File: config.mk
export PLATFORM = sky130hd
export DESIGN_NAME = cmd_interp
export DESIGN_NICKNAME = d
export VERILOG_FILES = /design/src/cmd_pkg.sv /design/src/irq_source_map.sv /design/src/frame_check.sv /design/src/cmd_interp.sv
export VERILOG_INCLUDE_DIRS = /design/src
export SDC_FILE = /design/constraint.sdc
export NUM_CORES = 1
export LEC_CHECK = 0
export ABC_AREA = 1
export BUFFER_PORTS_ARGS = -buffer_cell sky130_fd_sc_hd__buf_2
export CAP_MARGIN = 25
export CORE_MARGIN = 4
export CORE_UTILIZATION = 45
export DETAILED_ROUTE_END_ITERATION = 6
export HOLD_SLACK_MARGIN = 0.15
export PLACE_DENSITY = 0.65
export SLEW_MARGIN = 30
export SYNTH_ARGS = -nofsm -noshare
export SYNTH_HDL_FRONTEND = slang
export SYNTH_HIERARCHICAL = 1
export SYNTH_SLANG_ARGS = --single-unit
File: constraint.sdc
create_clock -name ref_clk -period 9.3 [get_ports ref_clk]
set_clock_uncertainty 0.1 [all_clocks]
set_input_delay 0.93 -clock ref_clk [delete_from_list [all_inputs] [get_ports ref_clk]]
set_output_delay 0.93 -clock ref_clk [all_outputs]
set_load 0.05 [all_outputs]
File: src/cmd_params.svh
// Field values, limits, source count and codes for the command block
`ifndef CMD_PARAMS_SVH
`define CMD_PARAMS_SVH
`define OP_ROTATE_CW 8'h01
`define OP_ROTATE_CCW 8'h02
`define OP_GLOBAL_PARAM_WRITE 8'h09
`define OP_IRQ_ENABLE 8'h19
`define OP_IRQ_DISABLE 8'h1a
`define OP_IRQ_VECTOR_SET 8'h25
`define OP_IRQ_RETURN 8'h26
`define IRQ_BANK 8'h03
`define IRQ_NUM_TIMER0 8'h00
`define IRQ_NUM_TIMER1 8'h01
`define IRQ_NUM_TIMER2 8'h02
`define IRQ_NUM_POS_REACHED 8'h03
`define IRQ_NUM_STALL 8'h0f
`define IRQ_NUM_DEVIATION 8'h15
`define IRQ_NUM_STOP_LEFT 8'h1b
`define IRQ_NUM_STOP_RIGHT 8'h1c
`define IRQ_NUM_INPUT0 8'h27
`define IRQ_NUM_ALL 8'hff
`define STATUS_OK 8'h64
`define STATUS_BAD_CHECKSUM 8'h01
`define STATUS_BAD_OPCODE 8'h02
`define STATUS_BAD_VALUE 8'h04
`define VEL_LIMIT 32'sd2047
`define AXIS_PARAM_TARGET_VEL 8'h02
`define NUM_SOURCES 12
`endif

File: src/cmd_pkg.sv
// Types shared by the command interpreter files
package cmd_pkg;
    // One decoded binary command frame
    typedef struct packed {
        logic [7:0] address;
        logic [7:0] opcode;
        logic [7:0] kind;
        logic [7:0] bank;
        logic [31:0] value;
        logic [7:0] checksum;
    } frame_s;
    // Reply sent back in direct mode
    typedef struct packed {
        logic [7:0] status;
        logic [7:0] opcode;
        logic [31:0] value;
    } reply_s;
    // Saved program context
    typedef struct packed {
        logic [31:0] accu;
        logic [31:0] xreg;
        logic [7:0] flags;
        logic [15:0] pc;
    } context_s;
    // Interpreter states
    typedef enum logic [1:0] {
        ST_IDLE,
        ST_VEL_MODE,
        ST_VEL_LOAD,
        ST_REPLY
    } exec_state_e;
endpackage

File: src/irq_source_map.sv
// Maps interrupt numbers onto source slots and flags the global enable number
`timescale 1ns/1ps
`default_nettype none
`include "cmd_params.svh"
module irq_source_map #(
    parameter int NUM_SOURCES = `NUM_SOURCES
) (
    input wire logic [7:0] irq_number,
    output logic [3:0] slot,
    output logic slot_valid,
    output logic is_global
);
    // Source numbering: timers, position, stall, deviation, stops, inputs
    assign slot_valid = (irq_number <= `IRQ_NUM_POS_REACHED) ||
                        (irq_number == `IRQ_NUM_STALL) ||
                        (irq_number == `IRQ_NUM_DEVIATION) ||
                        (irq_number == `IRQ_NUM_STOP_LEFT) ||
                        (irq_number == `IRQ_NUM_STOP_RIGHT) ||
                        ((irq_number >= `IRQ_NUM_INPUT0) &&
                         (irq_number <= `IRQ_NUM_INPUT0 + 8'h03));
    // Global enable number 255
    assign is_global = (irq_number == `IRQ_NUM_ALL);
    // Slot index: 0-3 direct, then 4..7, inputs 8..11
    assign slot = (irq_number <= `IRQ_NUM_POS_REACHED) ? irq_number[3:0] :
                  (irq_number == `IRQ_NUM_STALL) ? 4'h4 :
                  (irq_number == `IRQ_NUM_DEVIATION) ? 4'h5 :
                  (irq_number == `IRQ_NUM_STOP_LEFT) ? 4'h6 :
                  (irq_number == `IRQ_NUM_STOP_RIGHT) ? 4'h7 :
                  slot_valid ? 4'(irq_number - `IRQ_NUM_INPUT0 + 8'h08) :
                  4'h0;
endmodule // irq_source_map
`default_nettype wire

File: src/frame_check.sv
// Checks a command frame's checksum and rotate fields
`timescale 1ns/1ps
`default_nettype none
`include "cmd_params.svh"
module frame_check (
    input wire cmd_pkg::frame_s frame,
    output logic sum_ok,
    output logic rotate_fields_ok
);
    import cmd_pkg::*;
    logic [7:0] sum; // Low byte of the eight-byte sum
    // Sum of all bytes ahead of the checksum
    assign sum = frame.address + frame.opcode + frame.kind + frame.bank +
                 frame.value[31:24] + frame.value[23:16] +
                 frame.value[15:8] + frame.value[7:0];
    assign sum_ok = (sum == frame.checksum);
    // Rotate needs zero type and motor, velocity within limit
    assign rotate_fields_ok = (frame.kind == 8'h00) &&
                              (frame.bank == 8'h00) &&
                              ($signed(frame.value) <= `VEL_LIMIT) &&
                              ($signed(frame.value) >= -`VEL_LIMIT);
endmodule // frame_check
`default_nettype wire

File: src/cmd_interp.sv
// Command interpreter: interrupt commands and rotate commands
// How it works
// Codes 25 and 26 enable, disable sources
// Code 37 sets vector, 38 returns
// Own slot per source; timers 0-2, position 3
// Stall 15, deviation 21, stops 27, 28
// Input changes 39 to 42, own enables
// Number 255 is the global enable
// Dispatch only if enabled and vector valid
// Save accumulator, X register, flags first
// No nesting; pending waits for return
// Return restores context and resumes program
// Bank 3 global writes configure sources
// Program sets vector, config, enable, global
// Every handler ends with the return command
// Program never falls into handler code
// Rotate right: increasing position, given speed
// Rotate left: decreasing position, given speed
// Select velocity mode, then load target velocity
// Velocity signed, within plus minus 2047
// Direct-mode rotate replies status 100
// Frame: address, opcode, type, bank, value, sum
// Opcode 1 right, 2 left; zero fields
// Direct-mode reads leave accumulator alone
// Checksum is low byte of sum
`timescale 1ns/1ps
`default_nettype none
`include "cmd_params.svh"
module cmd_interp #(
    parameter int NUM_SOURCES = `NUM_SOURCES
) (
    input wire logic ref_clk,
    input wire logic reset,
    input wire logic frame_valid,
    input wire cmd_pkg::frame_s frame,
    input wire logic direct_mode,
    input wire logic [NUM_SOURCES-1:0] irq_event,
    input wire cmd_pkg::context_s prog_context,
    input wire logic read_result_valid,
    input wire logic [31:0] read_result,
    output logic reply_valid,
    output cmd_pkg::reply_s reply,
    output logic irq_call,
    output logic [15:0] irq_call_addr,
    output logic irq_resume,
    output cmd_pkg::context_s restore_context,
    output logic [31:0] accu_out,
    output logic in_handler,
    output logic velocity_mode,
    output logic motor_dir_ccw,
    output logic axis_param_write,
    output logic [7:0] axis_param_num,
    output logic [31:0] axis_param_value,
    output logic irq_cfg_write,
    output logic [7:0] irq_cfg_number,
    output logic [31:0] irq_cfg_value
);
    import cmd_pkg::*;

    exec_state_e state_reg, state_next; // Rotate sequencing state
    logic [NUM_SOURCES-1:0] enable_reg; // Per-source enables
    logic [NUM_SOURCES-1:0] vec_valid_reg; // Per-source vector defined
    logic [NUM_SOURCES-1:0] pending_reg; // Latched source events
    logic [15:0] vector_reg [NUM_SOURCES]; // Handler addresses
    logic global_en_reg; // Global interrupt enable
    logic in_handler_reg; // Handler running
    context_s saved_reg; // Saved main-program context
    logic [31:0] vel_reg; // Velocity held between steps
    logic ccw_reg; // Direction held between steps
    logic [7:0] op_reg; // Opcode for reply
    logic [3:0] slot; // Decoded slot of command number
    logic slot_valid; // Command number maps to a source
    logic is_global; // Command number is 255
    logic sum_ok; // Checksum matches
    logic rot_ok; // Rotate fields legal
    logic take; // Frame accepted this cycle
    logic [NUM_SOURCES-1:0] ready; // Sources able to dispatch
    logic [3:0] win; // Lowest ready source
    logic any_ready; // Some source ready
    logic dispatch; // Call a handler now
    logic is_rot; // Opcode is a rotate
    logic [7:0] status_next; // Reply status for non-rotate frames

    // Maps the interrupt number in the type field to a slot
    irq_source_map #(.NUM_SOURCES(NUM_SOURCES)) u_map (
        .irq_number(frame.kind),
        .slot(slot),
        .slot_valid(slot_valid),
        .is_global(is_global)
    );

    // Checks checksum and rotate fields
    frame_check u_check (
        .frame(frame),
        .sum_ok(sum_ok),
        .rotate_fields_ok(rot_ok)
    );

    // Frames are taken only while no rotate is in progress
    assign take = frame_valid && (state_reg == ST_IDLE) && sum_ok;
    // Rotate opcodes start the velocity sequence
    assign is_rot = (frame.opcode == `OP_ROTATE_CW) ||
                    (frame.opcode == `OP_ROTATE_CCW);
    // A source may fire once pending, enabled and vectored
    assign ready = pending_reg & enable_reg & vec_valid_reg;
    assign any_ready = |ready;
    // No dispatch while a handler runs or in the command cycle
    assign dispatch = any_ready && global_en_reg && !in_handler_reg &&
                      !take;

    // Lowest numbered ready slot wins
    always_comb begin
        win = 4'h0;
        for (int i = NUM_SOURCES - 1; i >= 0; i--) begin
            if (ready[i]) begin
                win = 4'(i);
            end
        end
    end

    // Status for frames that are not rotates
    assign status_next =
        (frame.opcode == `OP_IRQ_ENABLE) ||
        (frame.opcode == `OP_IRQ_DISABLE) ||
        (frame.opcode == `OP_IRQ_VECTOR_SET) ||
        (frame.opcode == `OP_IRQ_RETURN) ||
        (frame.opcode == `OP_GLOBAL_PARAM_WRITE) ? `STATUS_OK :
        `STATUS_BAD_OPCODE;

    // Rotate sequence: velocity mode, then target velocity
    always_comb begin
        state_next = state_reg;
        case (state_reg)
            ST_IDLE: begin
                if (take && is_rot && rot_ok) begin
                    state_next = ST_VEL_MODE;
                end
            end
            ST_VEL_MODE: begin
                state_next = ST_VEL_LOAD;
            end
            ST_VEL_LOAD: begin
                state_next = ST_REPLY;
            end
            default: begin
                state_next = ST_IDLE;
            end
        endcase
    end

    // State register
    always_ff @(posedge ref_clk) begin
        if (reset) begin
            state_reg <= ST_IDLE;
        end else begin
            state_reg <= state_next;
        end
    end

    // Per-source enable, vector and pending bits
    genvar g;
    generate
        for (g = 0; g < NUM_SOURCES; g++) begin : g_src
            logic hit; // Command addresses this slot
            assign hit = take && slot_valid && (slot == 4'(g));
            always_ff @(posedge ref_clk) begin
                if (reset) begin
                    enable_reg[g] <= 1'b0;
                    vec_valid_reg[g] <= 1'b0;
                    vector_reg[g] <= 16'h0000;
                    pending_reg[g] <= 1'b0;
                end else begin
                    if (hit && frame.opcode == `OP_IRQ_ENABLE) begin
                        enable_reg[g] <= 1'b1;
                    end else if (hit && frame.opcode == `OP_IRQ_DISABLE) begin
                        enable_reg[g] <= 1'b0;
                    end
                    if (hit && frame.opcode == `OP_IRQ_VECTOR_SET) begin
                        vector_reg[g] <= frame.value[15:0];
                        vec_valid_reg[g] <= 1'b1;
                    end
                    // New event wins over the dispatch clear
                    if (irq_event[g]) begin
                        pending_reg[g] <= 1'b1;
                    end else if (dispatch && win == 4'(g)) begin
                        pending_reg[g] <= 1'b0;
                    end
                end
            end
        end
    endgenerate

    // Global enable, handler flag and context save
    always_ff @(posedge ref_clk) begin
        if (reset) begin
            global_en_reg <= 1'b0;
            in_handler_reg <= 1'b0;
            saved_reg <= '0;
            irq_call <= 1'b0;
            irq_call_addr <= 16'h0000;
            irq_resume <= 1'b0;
            restore_context <= '0;
        end else begin
            irq_call <= dispatch;
            irq_resume <= 1'b0;
            if (take && is_global) begin
                if (frame.opcode == `OP_IRQ_ENABLE) begin
                    global_en_reg <= 1'b1;
                end else if (frame.opcode == `OP_IRQ_DISABLE) begin
                    global_en_reg <= 1'b0;
                end
            end
            if (dispatch) begin
                saved_reg <= prog_context;
                irq_call_addr <= vector_reg[win];
                in_handler_reg <= 1'b1;
            end else if (take && in_handler_reg &&
                         frame.opcode == `OP_IRQ_RETURN) begin
                restore_context <= saved_reg;
                irq_resume <= 1'b1;
                in_handler_reg <= 1'b0;
            end
        end
    end

    // Accumulator takes read results only from stored programs
    always_ff @(posedge ref_clk) begin
        if (reset) begin
            accu_out <= 32'h0000_0000;
        end else if (read_result_valid && !direct_mode) begin
            accu_out <= read_result;
        end
    end

    // Axis outputs and source configuration writes
    always_ff @(posedge ref_clk) begin
        if (reset) begin
            velocity_mode <= 1'b0;
            motor_dir_ccw <= 1'b0;
            axis_param_write <= 1'b0;
            axis_param_num <= 8'h00;
            axis_param_value <= 32'h0000_0000;
            vel_reg <= 32'h0000_0000;
            ccw_reg <= 1'b0;
            op_reg <= 8'h00;
            irq_cfg_write <= 1'b0;
            irq_cfg_number <= 8'h00;
            irq_cfg_value <= 32'h0000_0000;
        end else begin
            axis_param_write <= 1'b0;
            irq_cfg_write <= 1'b0;
            if (state_reg == ST_IDLE && state_next == ST_VEL_MODE) begin
                vel_reg <= frame.value;
                ccw_reg <= (frame.opcode == `OP_ROTATE_CCW);
                op_reg <= frame.opcode;
            end
            if (state_reg == ST_VEL_MODE) begin
                velocity_mode <= 1'b1;
                motor_dir_ccw <= ccw_reg;
            end
            if (state_reg == ST_VEL_LOAD) begin
                axis_param_write <= 1'b1;
                axis_param_num <= `AXIS_PARAM_TARGET_VEL;
                axis_param_value <= vel_reg;
            end
            if (take && frame.opcode == `OP_GLOBAL_PARAM_WRITE &&
                frame.bank == `IRQ_BANK) begin
                irq_cfg_write <= 1'b1;
                irq_cfg_number <= frame.kind;
                irq_cfg_value <= frame.value;
            end
        end
    end

    // Reply in direct mode
    always_ff @(posedge ref_clk) begin
        if (reset) begin
            reply_valid <= 1'b0;
            reply <= '0;
        end else begin
            reply_valid <= 1'b0;
            if (state_reg == ST_REPLY && direct_mode) begin
                reply_valid <= 1'b1;
                reply.status <= `STATUS_OK;
                reply.opcode <= op_reg;
                reply.value <= 32'h0000_0000;
            end else if (frame_valid && state_reg == ST_IDLE && direct_mode &&
                         !(sum_ok && is_rot && rot_ok)) begin
                reply_valid <= 1'b1;
                reply.status <= !sum_ok ? `STATUS_BAD_CHECKSUM :
                                is_rot ? `STATUS_BAD_VALUE : status_next;
                reply.opcode <= frame.opcode;
                reply.value <= 32'h0000_0000;
            end
        end
    end

    // Handler flag straight from its register
    assign in_handler = in_handler_reg;
endmodule // cmd_interp
`default_nettype wire

==> run summary, run 1 <==
The sequential cells in the finished layout cover a total of 0.0137 mm2. The worst-case IR drop observed on VDD is 0.174 mV. STA puts the critical path data required time at 9650 ps. The clock share of power is 0.398, and the clock period minus worst slack is 6470 ps. Once placement finished, the instance area stood at 0.0275 mm2. The run gives 144 as the maximum number of pins on one net before global-route repair.

The worst max-slew margin expressed relative to the limit was 0.364; the aggregate routed wire length was 77.7 mm. The floorplan step set the die height to 244 um. The run gives 0 as the post-cts repair resize count. The critical path's largest stage delay works out to 710 ps.

The share of flip-flops with an asynchronous set or reset is 0, and the floorplan row count is 86. Compared with the post-synthesis result, the final layout area differs by 18.1%. STA classifies the critical path endpoint as a flip-flop. For this design, the sink count on the clock tree is 589. The tools report the number of post-CTS setup repair buffers as 0.

The post-synthesis average cell area works out to 8.78 um2. The largest area contributor in the synthesized netlist was dfxtp_1. The switching share of total power was 0.279; the area used by multi-input combinational logic was 0.00959 mm2. Detailed routing inserted a total of 21300 vias. The setup path with the least slack is of type input pin to flip-flop. The cell count after synthesis was 2857; the starting density of the core was 0.455. The cell sitting at the root of the clock tree is a clkbuf_16. Dividing the detail-routed via count by the number of cells gives 5.32. The per-cell routed wire length came out at 19.4 um. The flip-flop count of the largest register after layout is 192, and the count of endpoints failing hold in the final timing report is 0.

The tools report the leakage power total as 0.0136 uW. Number of nets at the end of the flow: 3462. Sorting the synthesized cells by how often they occur yields nor2_1, dfxtp_1, nand2_1, o21ai_0, inv_1. Internal power: 4500 uW. Counting flops with a built-in enable in the synthesized netlist gives 192. The cell with the largest stage delay on the worst path was nand3_1.

The flop and latch count out of synthesis is 589. The synthesized netlist contains 48 unique library cells. For this run, the top clock speed supported by timing is 0.155 GHz. Clock-pin slew was measured on the worst setup and hold paths at 60 ps. The number of pins with negative max-slew slack in the final report is 0. The total grt overflow was 0. The tightest min-delay check is of the flip-flop to flip-flop type. Counting the fill cells in the layout gives 5127.

The number of setup violations in the final report came out at 0. The final worst-path cycle share works out to 0.695. Number of I/O port buffers: 438. The die outline width is 244 um, and the reg2reg setup slack is 5750 ps.

The first global-routing pass estimated 119 mm of wire. The flow ran to the end, and the final reports show no timing, DRC or antenna violations. By instance count, the leading cell after synthesis is nor2_1.

For this run, design rule violations remaining after detail routing come to 0. Area share of the largest cell type after synthesis: 0.317. The number of hold buffers added after CTS was 0. TritonCTS built the clock tree. The largest fanout of any net on the critical path came out at 17.

By area the synthesized netlist is led by dfxtp_1, edfxtp_1, nor2_1. For this run, the leading register cell type out of synthesis is dfxtp_1. For the H-tree level count, the log shows 2. The run gives 0.447 as the sequential group share of total power.

The worst path arrival time is 6820 ps. At the pin with the least slew margin, the transition time is 952 ps. The fraction of layout cells with a size suffix above 1 works out to 0.190.

For the number of CTS-inserted buffers, the log shows 61. Among cell families on the critical path, the largest total delay comes from adder cells. For this run, the number of Yosys warnings is 6.

The tools report the half-perimeter wire length of the detailed placement result as 52.3 mm. The power per cell area was 211 mW/mm2; the power share of the combinational group was 0.155. Routability-driven placement finished with a final weighted congestion of 0.923. The number of buffers and inverters on the critical path was 6. Setup repair after global routing left no endpoint under its margin.

The die covers 0.0596 mm2. The later pin in the worst-skew pair is clocked with a latency of 630 ps. STA classifies the critical path startpoint as an input pin.

For the number of antenna violations at the first check in global routing, the log shows 12. The detail route stage leaves a number of antenna-violating nets equal to 0. In this run the count of I/O pins placed on the die edge is 481.

For the number of global-route vias before repair, the log shows 20700. The run gives 0.250 as the global routing usage summed across all routing layers. The sequential fraction of the synthesis area was 0.546; the maximum number of buffers from clock root to sink was 3. The detailed router finished its first iteration with 1774 violations. The core region is 0.0552 mm2. The first detailed-routing pass took 5 iterations. For this design the total switching power over the nets is 1740 uW. After routing the design area is 0.0296 mm2.

After synthesis the cells add up to 0.0251 mm2. The tools report the max-capacitance violation count as 0. Setup total negative slack on the finished layout was measured at 0 ps.
metal layers:
metal  up-vias  part of all wire  GRT usage
met1     10200              0.41      0.324
met4         6             0.034     0.0842
met2       777              0.49      0.428
met5         -           0.00053          0
li1      10200                 -          -
met3       163             0.064     0.0405
worst register-to-register path, stage by stage, from the launching register on:
cell,delay [ps]
dfxtp_1,350
nand2_1,80
nor2_1,90
nand2_1,60
nand2_1,50
nand2_1,50
nand2_1,50
nand2_1,50
nand2_1,60
nand2_1,50
nand2_1,60
buf_4,490
nand2_1,160
nand2_1,90
buf_4,470
nand2_1,130
buf_4,340
nand3_1,180
nand3_1,130
nand2_1,90
nand3_1,160
nand2_1,100
nand2_1,50
cell families (layout without fill, tap and decap cells):
family | count (synthesis) | after routing | synth area share
and+or+nand+nor | 1244 | 1244 | 0.216
DFF | 589 | 589 | 0.546
AOI/OAI and AO/OA | 496 | 496 | 0.115
buffers and inverters | 462 | 815 | 0.0797
adders and majority gates | 55 | 55 | 0.0391
xor gates and xnor gates | 10 | 10 | 0.00349
other | 1 | 51 | 0.000149
final cells by class:
| class | instances | share of cell area |
|---|---|---|
| diodes | 9 | 0.000760 |
| well taps | 748 | 0.0316 |
| repair buffers | 468 | 0.0823 |
| clock inverters | 19 | 0.00823 |
| multi-input cells | 1847 | 0.324 |
| flip-flops and latches | 589 | 0.463 |
| inverters | 231 | 0.0294 |
| clock buffers | 97 | 0.0616 |
metrics by stage:
stage / hold slack, ps / std cells / setup slack, ps / total power [uW] / util
CTS: 354 / 3999 / 2860 / 6280 / 0.536
detailed placement: 340 / 3883 / 2200 / 3810 / 0.499
global route: 366 / 4006 / 2510 / 6500 / 0.537
global placement: 338 / 3883 / 2250 / 3790 / 0.498
floorplan: 328 / 2898 / 2420 / 3560 / -
finish: 352 / 4008 / 2830 / 6240 / 0.537
power groups by stage:
stage	combinational [uW]	clock [uW]	sequential, uW
6_report	965	2490	2790
5_1_grt	1080	2630	2800
4_1_cts	970	2530	2790
3_5_place_dp	966	0	2840
3_3_place_gp	954	0	2840
2_1_floorplan	620	0	2940
worst paths after layout:
check,depth (start not counted),start,to
hold / removal,2,irq_call_addr[8],irq_call_addr[8]
hold reg to reg,2,irq_call_addr[8],irq_call_addr[8]
setup reg to reg,22,pending_reg[11],irq_call_addr[3]
setup / recovery,25,frame[10],vector_reg[4][14]
cells in the final DEF (no fill, tap or decap), drive strengths merged, types with 106 or more instances in the layout:
cell type | Yosys | layout
nand2 | 324 | 324
buf | 90 | 468
nand4 | 106 | 106
inv | 231 | 235
dfxtp | 397 | 397
nand3 | 202 | 202
nor2 | 567 | 567
edfxtp | 192 | 192
o21ai | 268 | 268
a21oi | 124 | 124
(Power assumes the default switching activity.)
==> run 2: changes to the inputs <==
--- a/config.mk
+++ b/config.mk
@@ -6,14 +6,14 @@
 export SDC_FILE = /design/constraint.sdc
 export NUM_CORES = 1
 export LEC_CHECK = 0
-export ABC_AREA = 1
+export ABC_AREA = 0
 export BUFFER_PORTS_ARGS = -buffer_cell sky130_fd_sc_hd__buf_2
 export CAP_MARGIN = 25
 export CORE_MARGIN = 4
 export CORE_UTILIZATION = 45
 export DETAILED_ROUTE_END_ITERATION = 6
 export HOLD_SLACK_MARGIN = 0.15
-export PLACE_DENSITY = 0.65
+export PLACE_DENSITY = 0.68
 export SLEW_MARGIN = 30
 export SYNTH_ARGS = -nofsm -noshare
 export SYNTH_HDL_FRONTEND = slang
==> constraint.sdc (replaced) <==
create_clock -name ref_clk -period 5.9 [get_ports ref_clk]
set_clock_uncertainty 0.1 [all_clocks]
set_input_delay 0.59 -clock ref_clk [delete_from_list [all_inputs] [get_ports ref_clk]]
set_output_delay 0.59 -clock ref_clk [all_outputs]
set_load 0.05 [all_outputs]
==> run 2 against run 1 <==
  * Register-to-register slack got worse by 3700 ps
  * Sequential share of layout area decreased by 4.2 points
  * Combinational power increased by 28%
  * Largest cell class unchanged
  * Highest routed layer unchanged
==> run summary, run 2 <==
By count the netlist is led by nand2_1, dfxtp_1, a21oi_1, and2_1, edfxtp_1. The most frequent standard cell in the layout excluding fill and tap cells is nand2_1. The floorplan row count came out at 86 (unchanged). Clock root buffer master: clkbuf_16. The weighted congestion at the end of routability-driven global placement was 0.873 (-5.5%). The actual transition at the worst max-transition pin was 1020 ps (+67.2 ps); the area after detailed placement was 0.0290 mm2 (+5.4%). The total grt overflow came out at 0 (unchanged).

The cell count after synthesis came out at 2707 (-5.3%). Die outline width: 246 um (+0.64%). Most used routing layer: met2. For the worst path arrival time, the log shows 5910 ps (-910 ps). The sequential group share of total power is 0.439 (-0.008), and the switching share of total power is 0.254 (-0.0252).

The met2 track demand over resource in global routing was 0.419 (-0.00822); the final antenna-violating net count was 0 (unchanged). The number of filler cells placed in the layout was 4646 (-9.4%); the number of post-CTS setup repair buffers was 0 (unchanged). The class of the tightest hold or removal check was input pin to flip-flop. The overall via count from detail_route is 21900 (+2.6%). The post-placement worst setup slack is -331 ps (-2530 ps).

The run gives 0 (unchanged) as the number of setup violations in the final report. The number of design rule violations left after detail routing is 0 (unchanged), and the first-pass GRT wire length is 122 mm (+2.7%). The fraction of layout cells with a size suffix above 1 was 0.215 (+0.0247). Largest fanout of any net on the critical path: 16 (-1). The logs give 80.3 mm (+3.4%) for the aggregate routed wire length and 0.255 (+0.00564) for the global routing usage summed across all routing layers.

Number of global-route vias before repair: 21700 (+4.9%). The flow ran to the end, and the final reports show no timing, DRC or antenna violations. The tools report the number of antenna violations at the first check in global routing as 8 (-4). Endpoint class of the critical path: a flip-flop. The run gives 67 (+9.8%) as the number of CTS-inserted buffers.

The count of endpoints failing hold in the final timing report is 0 (unchanged), and the flop and latch count out of synthesis is 589 (unchanged). The internal power was 7240 uW (+61%); the half-perimeter wire length of the detailed placement result was 55.7 mm (+6.6%). The average via count per standard cell came out at 5.35 (+0.52%). The worst supply voltage drop on vdd was 0.239 mV (+37%). The met3 demand-to-capacity share in global routing is 0.0591 (+0.0186). The vertical extent of the die is 246 um (+0.64%). The power per cell area was 297 mW/mm2 (+41%). The area share of the largest cell type after synthesis is 0.313 (-0.00414). The number of I/O port buffers was 438 (unchanged). The run gives 6 (unchanged) as the number of warnings printed during yosys synthesis. The largest area contributor in the synthesized netlist is dfxtp_1.

The run gives 589 (unchanged) as the total clock sinks. The setup slack after layout is 195 ps (-2640 ps), and the max-capacitance violation count is 0 (unchanged). The required time at the worst-slack endpoint was 6110 ps (-3540 ps); the sequential fraction of the synthesis area was 0.539 (-0.00715). The share of flip-flops with an asynchronous set or reset was 0 (unchanged); the starting density of the core was 0.458 (+0.00335).

The logs give 0 (unchanged) for the number of pins with negative max-slew slack in the final report and 164 ps (-188 ps) for the minimum hold slack. The total die area was 0.0604 mm2 (+1.3%); the flip-flop count of the largest register after layout was 192 (unchanged). Number of nets at the end of the flow: 3546 (+2.4%). The commonest register cell after synthesis is dfxtp_1.

The per-cell routed wire length works out to 19.6 um (+1.3%). The post-synthesis average cell area was 9.39 um2 (+6.9%). The worst setup path is of the input pin to flip-flop kind. The top-level port count came out at 481 (unchanged). The maximum number of buffers from clock root to sink was 3 (unchanged); the latest clock arrival within the worst-skew pair was 610 ps (-20 ps). Dominant cell by count in the synthesized netlist: nand2_1. The layout-stage area growth over the synthesis result works out to 28.2%. The count of flip-flops with a built-in enable after synthesis is 192 (unchanged), and the area of the core is 0.0555 mm2 (+0.58%).

Number of distinct library cell variants in the gate-level netlist after synthesis: 77 (+60%). The logs give 2460 uW (+41%) for the power spent charging and discharging nets and 152 (+5.6%) for the maximum number of pins on one net before global-route repair. The tools report the first-pass iteration count of the detailed router as 5 (unchanged).

For the met1 track demand over resource, the log shows 0.322 (-0.00210). The leakage power total is 0.0135 uW (-0.56%). STA classifies the critical path startpoint as an input pin.

The post-synthesis cell area is 0.0254 mm2 (+1.3%), and the power share of the combinational group is 0.128 (-0.027). By area the synthesized netlist is led by dfxtp_1, edfxtp_1, nand2_1. For the worst max-slew margin expressed relative to the limit, the log shows 0.319 (-0.0451). Final worst-path cycle share: 0.967.

For the area of all placed cells without fillers, the log shows 0.0326 mm2 (+10%). The count of routing violations after the opening detailed-route iteration was 1673 (-5.7%); the clock period minus worst slack was 5700 ps. The H-tree level count is 3 (+1). The clock share of power is 0.433 (+0.035). The maximum clock frequency is 0.175 GHz. Register clock-pin slew on the reported worst setup and hold paths: 50 ps (about the same). In the layout the commonest cells are nand2_1, buf_2, dfxtp_1, a21oi_1, and2_1. For the area used by multi-input combinational logic, the log shows 0.0106 mm2 (+11%). The sequential cell area is 0.0137 mm2 (unchanged). TritonCTS built the clock tree.
## run 2: timing repair
item                                   CTS  global route
endpoints found under the hold margin  130             0
hold buffers                           130             0
resized for setup                        0             1
setup endpoints to repair                0             4
## run 2: final timing paths
check,startpoint,to,slack (ps),cells after the start
max,frame[10],vector_reg[1][11],200,20
min,irq_event[7],pending_reg[7],160,3
max reg2reg,vec_valid_reg[2],irq_call_addr[15],2080,6
min reg2reg,saved_reg[42],restore_context[42],350,2
## run 2: power groups by stage
stage,clock (uW),combinational [uW],sequential [uW]
3_5_place_dp,0,1150,4340
5_1_grt,4420,1350,4250
4_1_cts,4260,1230,4250
2_1_floorplan,0,720,4380
3_3_place_gp,0,1120,4340
6_report,4200,1240,4250
## run 2: cell type report
class | instances | area share
sequential | 589 | 0.421
clock buffer | 97 | 0.0602
tap | 748 | 0.0287
timing repair buffer | 698 | 0.148
inverter | 67 | 0.00771
antenna | 10 | 0.000768
clock inverter | 23 | 0.00879
multi-input combinational | 1859 | 0.326
## run 2: stage by stage
step                instances  TNS [ps]  utilization  total power, uW
floorplan                2748         0            -             5100
global placement         3830    -60920        0.522             5460
detailed placement       3831    -95810        0.523             5490
CTS                      4081         0        0.587             9740
global route             4085     -1.19        0.587            10000
finish                   4091         0        0.587             9690
## run 2: metal layers
layer	share of wire	up-vias
met5	0.00025	-
met4	0.050	4
met3	0.074	243
met2	0.47	946
met1	0.40	10500
li1	-	10200
## run 2: critical path, stage by stage
cell and delay (ps):
buf_2 120, fa_1 550, inv_1 100, fa_1 520, fa_1 520, fa_1 540
inv_1 60, ha_1 220, inv_1 90, fa_1 440, xnor2_1 140, nor4_1 260
nand4_1 120, a21oi_1 190, and3_1 280, nand2_1 210, nor3b_2 320, nand2_1 200
o21ai_2 240, buf_12 190
## run 2: logic make-up after synthesis
| family | Yosys count | share of synthesized area |
|---|---|---|
| adder cells (fa/ha/maj) | 55 | 0.0386 |
| buffers and inverters | 300 | 0.0539 |
| XOR/XNOR | 23 | 0.00955 |
| other | 1 | 0.000147 |
| AO/OA/AOI/OAI | 535 | 0.124 |
| flip-flops | 589 | 0.539 |
| multiplexers | 84 | 0.0332 |
| AND/OR/NAND/NOR | 1120 | 0.201 |
